[config.mk]
export PLATFORM = sky130hd
export DESIGN_NAME = conv_ctrl_flat
export DESIGN_NICKNAME = d
export VERILOG_FILES = /design/src/verilog/conv_pkg.sv /design/src/verilog/conv_if.sv /design/src/verilog/conv_ctrl.sv /design/src/flat_wrapper.sv
export SDC_FILE = /design/constraint.sdc
export NUM_CORES = 1
export LEC_CHECK = 0
export BUFFER_PORTS_ARGS = -buffer_cell sky130_fd_sc_hd__buf_2
export CAP_MARGIN = 0
export CORE_MARGIN = 1.5
export CORE_UTILIZATION = 39
export CTS_BUF_LIST = sky130_fd_sc_hd__clkbuf_8
export DETAILED_ROUTE_END_ITERATION = 12
export GPL_ROUTABILITY_DRIVEN = 0
export GPL_TIMING_DRIVEN = 0
export PLACE_DENSITY = 0.66
export SYNTH_ARGS = -nofsm -noshare
export SYNTH_HDL_FRONTEND = slang
export SYNTH_SLANG_ARGS = --single-unit
[constraint.sdc]
create_clock -name clk -period 2.1 [get_ports clk]
set_clock_uncertainty 0.1 [all_clocks]
set_input_delay 0.21 -clock clk [delete_from_list [all_inputs] [get_ports clk]]
set_output_delay 0.21 -clock clk [all_outputs]
set_load 0.05 [all_outputs]
[src/verilog/conv_pkg.sv]
// constants and types shared by the converter control and the core-side end
package conv_pkg;
  // ---------------------------------------------------------------------------
  // result format
  // ---------------------------------------------------------------------------
  localparam int unsigned RESULT_W       = 10;          // converter code width
  localparam int unsigned BYTE_W         = 8;           // result byte width
  localparam logic [9:0]  CODE_MIN_SE    = 10'h000;     // single-ended ground code
  localparam logic [9:0]  CODE_MAX_SE    = 10'h3ff;     // single-ended full scale (1023)
  localparam logic [9:0]  CODE_MIN_DIFF  = 10'h200;     // differential most negative (-512)
  localparam logic [9:0]  CODE_MAX_DIFF  = 10'h1ff;     // differential most positive (+511)
  localparam int unsigned SIGN_POS       = 9;           // sign bit position in code
  // ---------------------------------------------------------------------------
  // timing, in converter clock cycles
  // ---------------------------------------------------------------------------
  localparam logic [4:0]  CYC_NORMAL     = 5'h0d;       // normal conversion, 13 cycles
  localparam logic [4:0]  CYC_FIRST      = 5'h19;       // first after enable, 25 cycles
  // ---------------------------------------------------------------------------
  // sleep modes reported by the sleep controller
  // ---------------------------------------------------------------------------
  typedef enum logic [2:0] {
    SLEEP_IDLE       = 3'h0,
    SLEEP_NOISE_RED  = 3'h1,
    SLEEP_POWER_DOWN = 3'h2,
    SLEEP_STANDBY    = 3'h3
  } sleep_mode_t;
  // reset values
  localparam logic        CTRL_RESET     = 1'b0;        // start and flag bits clear
  localparam logic [7:0]  BYTE_RESET     = 8'h00;       // result bytes clear
endpackage

[src/verilog/conv_if.sv]
// link between the converter control and the processor core with its sleep controller
`timescale 1ns/10ps
interface conv_if;
  logic                    converter_enable;     // software enable level
  logic                    auto_trigger_enable;  // software auto trigger level
  logic                    irq_enable;           // completion interrupt enable
  logic                    left_adjust_result;   // result alignment select
  logic                    differential;         // channel is a differential pair
  logic                    start_write;          // pulse: software writes one to start
  logic                    flag_clear_write;     // pulse: software writes one to the flag
  logic                    vector_ack;           // pulse: interrupt vector executes
  logic                    sleep_halted;         // pulse: core halted after sleep command
  conv_pkg::sleep_mode_t   sleep_mode;           // mode of that sleep entry
  logic                    conv_clk_en;          // pulse: converter clock edge
  logic [9:0]              sample_code;          // code produced by the analog core
  logic                    start_conversion_bit; // busy / start bit read back
  logic                    conversion_done_flag; // completion flag read back
  logic [7:0]              result_high_byte;     // high result byte
  logic [7:0]              result_low_byte;      // low result byte
  logic                    conv_irq;             // interrupt request / wake

  modport device (
    input  converter_enable, auto_trigger_enable, irq_enable, left_adjust_result,
    input  differential, start_write, flag_clear_write, vector_ack, sleep_halted,
    input  sleep_mode, conv_clk_en, sample_code,
    output start_conversion_bit, conversion_done_flag, result_high_byte,
    output result_low_byte, conv_irq
  );
  modport core (
    output converter_enable, auto_trigger_enable, irq_enable, left_adjust_result,
    output differential, start_write, flag_clear_write, vector_ack, sleep_halted,
    output sleep_mode, conv_clk_en, sample_code,
    input  start_conversion_bit, conversion_done_flag, result_high_byte,
    input  result_low_byte, conv_irq
  );
endinterface

[src/verilog/conv_ctrl.sv]
// converter control: sleep-started conversion, completion flag and result format
// Operation
// - sleep entry starts single conversion when idle
// - software prepares single mode, enabled, irq
// - completion interrupt wakes core, runs service
// - completion request raised even after other wake
// - other sleep modes leave enable untouched
// - software should disable before deep sleep
// - software re-enables before differential after sleep
// - digital pins quiet during conversion
// - result readable once flag is high
// - single-ended unsigned ten-bit code
// - differential two's complement ten-bit code
// - result top bit is differential sign
// - left adjust splits bytes nine-two / one-zero
// - completion clears start, writes result, sets flag
// - thirteen cycles normal, twenty-five first
// - flag clears on vector or write one
// - left adjust rearranges bytes immediately
`timescale 1ns/10ps
module conv_ctrl (
  input  wire logic clk,
  input  wire logic arst_n,
  conv_if.device    link
);
  // ---------------------------------------------------------------------------
  // state
  // ---------------------------------------------------------------------------
  typedef enum logic [1:0] {ST_IDLE, ST_CONVERT} conv_state_t;
  conv_state_t state_q, state_d;        // conversion sequencer
  logic [4:0]  cnt_q, cnt_d;            // converter clocks still to run
  logic        first_q, first_d;        // next conversion is the first one
  logic        start_q, start_d;        // start / busy bit
  logic        flag_q, flag_d;          // completion flag
  logic [9:0]  code_q, code_d;          // stored conversion code

  // ---------------------------------------------------------------------------
  // decode
  // ---------------------------------------------------------------------------
  // sleep entry into idle or noise reduction qualifies an automatic start
  wire logic sleep_ok   = link.sleep_halted &&
                          (link.sleep_mode == conv_pkg::SLEEP_IDLE ||
                           link.sleep_mode == conv_pkg::SLEEP_NOISE_RED);
  // single mode, enabled and idle; other sleep modes change nothing
  wire logic sleep_go   = sleep_ok && link.converter_enable &&
                          !link.auto_trigger_enable && !start_q;
  // start bit set by software write or by the sleep start
  wire logic start_set  = (link.start_write && link.converter_enable) || sleep_go;
  // converter clock edge that begins a pending conversion
  wire logic begin_conv = (state_q == ST_IDLE) && start_q && link.conv_clk_en;
  // last converter clock of a running conversion
  wire logic done_conv  = (state_q == ST_CONVERT) && link.conv_clk_en &&
                          (cnt_q == 5'h01);
  // length of the conversion being started
  wire logic [4:0] conv_len = first_q ? conv_pkg::CYC_FIRST : conv_pkg::CYC_NORMAL;

  // ---------------------------------------------------------------------------
  // next state
  // ---------------------------------------------------------------------------
  // sequencer and flags
  always_comb begin
    state_d = state_q;
    cnt_d   = cnt_q;
    first_d = first_q;
    start_d = start_q;
    flag_d  = flag_q;
    code_d  = code_q;
    if (link.vector_ack || link.flag_clear_write) begin
      flag_d = 1'b0;
    end
    if (start_set) begin
      start_d = 1'b1;
    end
    // disabling rearms the long first conversion
    if (!link.converter_enable && state_q == ST_IDLE) begin
      first_d = 1'b1;
    end
    case (state_q)
      ST_IDLE: begin
        if (begin_conv) begin
          state_d = ST_CONVERT;
          cnt_d   = conv_len;
          first_d = 1'b0;
        end
      end
      ST_CONVERT: begin
        if (link.conv_clk_en) begin
          cnt_d = cnt_q - 5'h01;
        end
        if (done_conv) begin
          state_d = ST_IDLE;
          start_d = 1'b0;
          flag_d  = 1'b1;                // set beats clear
          code_d  = link.sample_code;    // code taken as is
        end
      end
      default: begin
        state_d = ST_IDLE;
      end
    endcase
  end

  // ---------------------------------------------------------------------------
  // registers
  // ---------------------------------------------------------------------------
  // control state clears on reset; first_q sets for a long first conversion
  always_ff @(posedge clk or negedge arst_n) begin
    if (!arst_n) begin
      state_q <= ST_IDLE;
      cnt_q   <= 5'h00;
      first_q <= 1'b1;
      start_q <= conv_pkg::CTRL_RESET;
      flag_q  <= conv_pkg::CTRL_RESET;
      code_q  <= 10'h000;
    end else begin
      state_q <= state_d;
      cnt_q   <= cnt_d;
      first_q <= first_d;
      start_q <= start_d;
      flag_q  <= flag_d;
      code_q  <= code_d;
    end
  end

  // ---------------------------------------------------------------------------
  // outputs
  // ---------------------------------------------------------------------------
  assign link.start_conversion_bit = start_q;
  assign link.conversion_done_flag = flag_q;
  // alignment follows the select with no delay
  assign link.result_high_byte = link.left_adjust_result ? code_q[9:2]
                                 : {6'h00, code_q[9:8]};
  assign link.result_low_byte  = link.left_adjust_result ? {code_q[1:0], 6'h00}
                                 : code_q[7:0];
  // interrupt request, also the wake from idle and noise reduction
  assign link.conv_irq = flag_q && link.irq_enable;
endmodule

[src/flat_wrapper.sv]
// flat-port wrapper written by rule: the top's interface ports become plain ports
module conv_ctrl_flat 
  (clk, arst_n, link_converter_enable, link_auto_trigger_enable, link_irq_enable, link_left_adjust_result, link_differential, link_start_write, link_flag_clear_write, link_vector_ack, link_sleep_halted, link_sleep_mode, link_conv_clk_en, link_sample_code, link_start_conversion_bit, link_conversion_done_flag, link_result_high_byte, link_result_low_byte, link_conv_irq);
  conv_if link_i ();
  input  wire logic clk;
  input  wire logic arst_n;
  input wire logic [$bits(link_i.converter_enable)-1:0] link_converter_enable;
  input wire logic [$bits(link_i.auto_trigger_enable)-1:0] link_auto_trigger_enable;
  input wire logic [$bits(link_i.irq_enable)-1:0] link_irq_enable;
  input wire logic [$bits(link_i.left_adjust_result)-1:0] link_left_adjust_result;
  input wire logic [$bits(link_i.differential)-1:0] link_differential;
  input wire logic [$bits(link_i.start_write)-1:0] link_start_write;
  input wire logic [$bits(link_i.flag_clear_write)-1:0] link_flag_clear_write;
  input wire logic [$bits(link_i.vector_ack)-1:0] link_vector_ack;
  input wire logic [$bits(link_i.sleep_halted)-1:0] link_sleep_halted;
  input wire logic [$bits(link_i.sleep_mode)-1:0] link_sleep_mode;
  input wire logic [$bits(link_i.conv_clk_en)-1:0] link_conv_clk_en;
  input wire logic [$bits(link_i.sample_code)-1:0] link_sample_code;
  output wire logic [$bits(link_i.start_conversion_bit)-1:0] link_start_conversion_bit;
  output wire logic [$bits(link_i.conversion_done_flag)-1:0] link_conversion_done_flag;
  output wire logic [$bits(link_i.result_high_byte)-1:0] link_result_high_byte;
  output wire logic [$bits(link_i.result_low_byte)-1:0] link_result_low_byte;
  output wire logic [$bits(link_i.conv_irq)-1:0] link_conv_irq;
  assign link_i.converter_enable = link_converter_enable;
  assign link_i.auto_trigger_enable = link_auto_trigger_enable;
  assign link_i.irq_enable = link_irq_enable;
  assign link_i.left_adjust_result = link_left_adjust_result;
  assign link_i.differential = link_differential;
  assign link_i.start_write = link_start_write;
  assign link_i.flag_clear_write = link_flag_clear_write;
  assign link_i.vector_ack = link_vector_ack;
  assign link_i.sleep_halted = link_sleep_halted;
  assign link_i.sleep_mode = link_sleep_mode;
  assign link_i.conv_clk_en = link_conv_clk_en;
  assign link_i.sample_code = link_sample_code;
  assign link_start_conversion_bit = link_i.start_conversion_bit;
  assign link_conversion_done_flag = link_i.conversion_done_flag;
  assign link_result_high_byte = link_i.result_high_byte;
  assign link_result_low_byte = link_i.result_low_byte;
  assign link_conv_irq = link_i.conv_irq;
  conv_ctrl u_core (.clk(clk), .arst_n(arst_n), .link(link_i));
endmodule
==> run summary <==
Once the clock tree was built, the setup fixing pass inserted 0 buffers. In the routed layout, each cell is associated on average with a via count of 4.93. The number of optimization iterations in the first detailed-route pass was 4. The number of buffers added to fix hold violations after cts came out at 1.

The cell area after placement came out at 1270 um2. Yosys mapped a number of flops with a built-in enable equal to 0. The number of global-route vias before repair is 768. Summed over its instances, the top area cell type makes up 43.7% of the synthesized netlist area. The maximum fanout along the worst path came out at 10. For the number of nets in the layout, the log shows 167.

The delay contributed by the slowest stage of the critical path was 0.40 ns. The root buffer cell chosen for the clock tree is clkbuf_8. The first global-routing pass estimated 3240 um of wire. In this run the static leakage power is 0.000677 uW. The layout overhead on the synthesized area works out to 28.5%. The main flop type after synthesis was dfrtp_1. The path class of the tightest hold or removal check is input pin to flop. Of all flip-flops after synthesis, the portion carrying an async set or reset was 100%. Most used standard cell by instance count after synthesis: dfrtp_1. Cell accounting for the most synthesized area: dfrtp_1.

The die covers 2960 um2. The tools report the critical path endpoint category as a flop. The initial detailed-routing violation count is 7, and the net count after synthesis is 121. The run finished with clean final reports. The final routed wirelength across all metal layers was 2080 um; the critical path required time was 2.14 ns. The areal power density over the cells works out to 1520 nW/um2.

The routed layout has 834 vias. The number of slew-limit violations in the final report was 0. The nature of the critical path startpoint is a flop. The run gives 2500 um2 as the standard cell core area.

In the final timing run, aggregate negative setup slack is 0 ns. The largest net degree at the start of global routing is 20, and the total count of hold-check failures in the final report is 0. For the pin with the worst max-slew slack, the measured transition is 0.433 ns. Data arrives at the worst endpoint at 1.76 ns.

The tools report the fraction of the core area covered by cells at the end of the flow as 53.0%. The tightest hold path in the finished design has a slack of 0.0755 ns. Global routing finished with a remaining overflow of 0. For this configuration, the core starts out at a cell density of 41.2%.

The share of the clock period used by the worst path is 81.8%. In this run the horizontal extent of the chip is 54.4 um. The tools report the maximum frequency from static timing analysis as 582 MHz.

Buffers placed on the I/O ports in this run total 40. Synthesized instance count: 94. In the post-synthesis netlist, the biggest area contributors are dfrtp_1 (44%), mux2_4 (10%), mux2_2 (7.6%).

In this run, post-CTS repair resized a total of 0 instances. The later pin in the worst-skew pair is clocked with a latency of 0.26 ns. The run gives 71.1% as the worst slew margin relative to its limit. In this run the remaining antenna-violating nets after routing total 0. Setup repair after global routing left no endpoint under its margin. The tool flagged a number of max-cap violations equal to 0. In this run, synthesis produced a sequential element count of 19. The run gives 46.2% as the fraction of the yosys area taken by sequential cells. The final routed wire length divided by cell count is 12.3 um. The longest clock path from root to sink contains 2 buffers. Number of antenna violations at the first check in global routing: 0. For this run, design rule violations remaining after detail routing come to 0. The Yosys step of the flow raised 0 warnings. 44 I/O pins were placed.

For the finished layout, the period the worst path requires is 1.72 ns. The maximum level of the CTS H-tree is 1, and the detailed placement HPWL is 1530 um. The repair_antennas step left the layout with diodes totalling 0.

Cells with a size suffix above 1 make up 46.0% of the layout. Average footprint of a synthesized cell: 11.0 um2. The critical path class is flop to flop. The count of buffer and inverter cells on the critical path is 2, and the number of different library cells in the post-synthesis netlist is 28. The die extent in y came out at 54.4 um.

The critical path goes through inv_1, ha_1, nor4b_2, nand3_2, buf_6, mux2_4. TritonCTS built the clock tree. The final design instance area without fill is 1330 um2.

The peak supply drop came out at 0.000985 V. The cell type of the slowest stage on the worst timing path is dfrtp_1. The cell area that synthesis handed to floorplanning was 1030 um2. The number of rows created at floorplan was 18.

The logs give 3 for the clock buffer count from CTS and 0 for the setup violation total in the final timing report. The overall global routing resource usage came out at 15.5%. By count the netlist is led by dfrtp_1 (18), nand2_1 (8), nor2_1 (8). After clock tree synthesis, the clock-pin slew on the worst setup and hold paths is 0.08 ns. CTS saw 19 sinks. Broken down by cell family, the worst path's largest delay share belongs to simple AND/OR/NAND/NOR gates.
## path summary, 6_finish.rpt
kind                                                  startpoint                               end  slack [ns]  cells after the start
worst max-delay path                             u_core.cnt_q[1]                  u_core.code_q[1]        0.38                      6
min in group asynchronous                                 arst_n                  u_core.code_q[5]        0.33                      2
worst min-delay path                         link_sample_code[4]                  u_core.code_q[4]        0.08                      2
worst min register to register  u_core.link.conversion_done_flag  u_core.link.conversion_done_flag        0.40                      2
max in group asynchronous                                 arst_n                    u_core.first_q        1.23                      2
worst max register to register                   u_core.cnt_q[1]                  u_core.code_q[1]        0.38                      6
## state kept, by name (all words and copies together), names as in the netlist
name / flops
u_core.state_q: 1
u_core.cnt_q: 5
u_core.first_q: 1
u_core.link.conversion_done_flag: 1
u_core.code_q: 10
u_core.link.start_conversion_bit: 1
## stage by stage
stage,std cells,setup slack (ns),total power (uW)
floorplan,94,0.523,1530
global placement,164,0.406,1730
detailed placement,164,0.370,1750
CTS,169,0.355,2020
global route,169,0.303,2130
finish,169,0.383,2010
## power by group
| group | switching (uW) | internal (uW) |
|---|---|---|
| logic | 641 | 407 |
| registers | 156 | 543 |
| clock network | 131 | 132 |
## metal layers
metal	GRT usage, %	vias up	part of all wire [%]	routed length [um]
li1	-	409	-	-
met1	19.2	399	46	966
met2	25.7	24	48	1010
met3	4.10	2	4.2	88
met4	6.25	0	0.82	17
met5	0	-	0	0
## worst reg2reg max path: cells and delay by family (launching register included)
kind | cells | cell delay (ns)
fa+ha+maj | 1 | 0.13
buf+inv | 2 | 0.27
flops | 1 | 0.40
mux | 1 | 0.29
simple gates | 2 | 0.41
## kinds of logic (layout without fill, tap and decap cells)
family,Yosys count,after routing,share of synthesized area [%]
flops,19,19,46.2
buf+inv,7,52,3.28
mux,16,16,19.8
simple gates,38,38,20.6
compound gates,12,12,7.65
fa+ha+maj,2,2,2.43
## cell usage in the layout (no fill, tap or decap)
master         Yosys  routed
dfstp_2            1       1
nand3_2            1       1
buf_6              1       1
nor2b_1            7       7
clkinv_2           0       1
ha_1               2       2
nor4b_2            1       1
buf_2              0      40
nor3_1             1       1
and2_1             7       7
mux2_2             7       7
nand2_1            8       8
o21a_1             2       2
clkbuf_8           0       3
nor3b_1            1       1
or2_2              1       1
a311o_1            1       1
nor4b_1            1       1
a21o_2             1       1
o211ai_1           1       1
a21oi_1            3       3
mux2_4             7       7
mux2i_1            2       2
dlygate4sd3_1      0       1
nand3b_1           1       1
a211oi_1           1       1
clkbuf_1           4       4
nor2_1             8       8
nand3_1            1       1
dfrtp_1           18      18
inv_1              2       2
o21ai_0            3       3
## layout make-up
type | instances | area (um2)
clock buffers | 3 | 41.3
inverters | 2 | 7.51
plain buffers | 5 | 26.3
multi-input cells | 68 | 520
flip-flops and latches | 19 | 477
repair buffers | 41 | 210
clock inverters | 1 | 5.00
well taps | 30 | 37.5
fillers | 246 | 1170
Power figures use the tool's default switching activity.
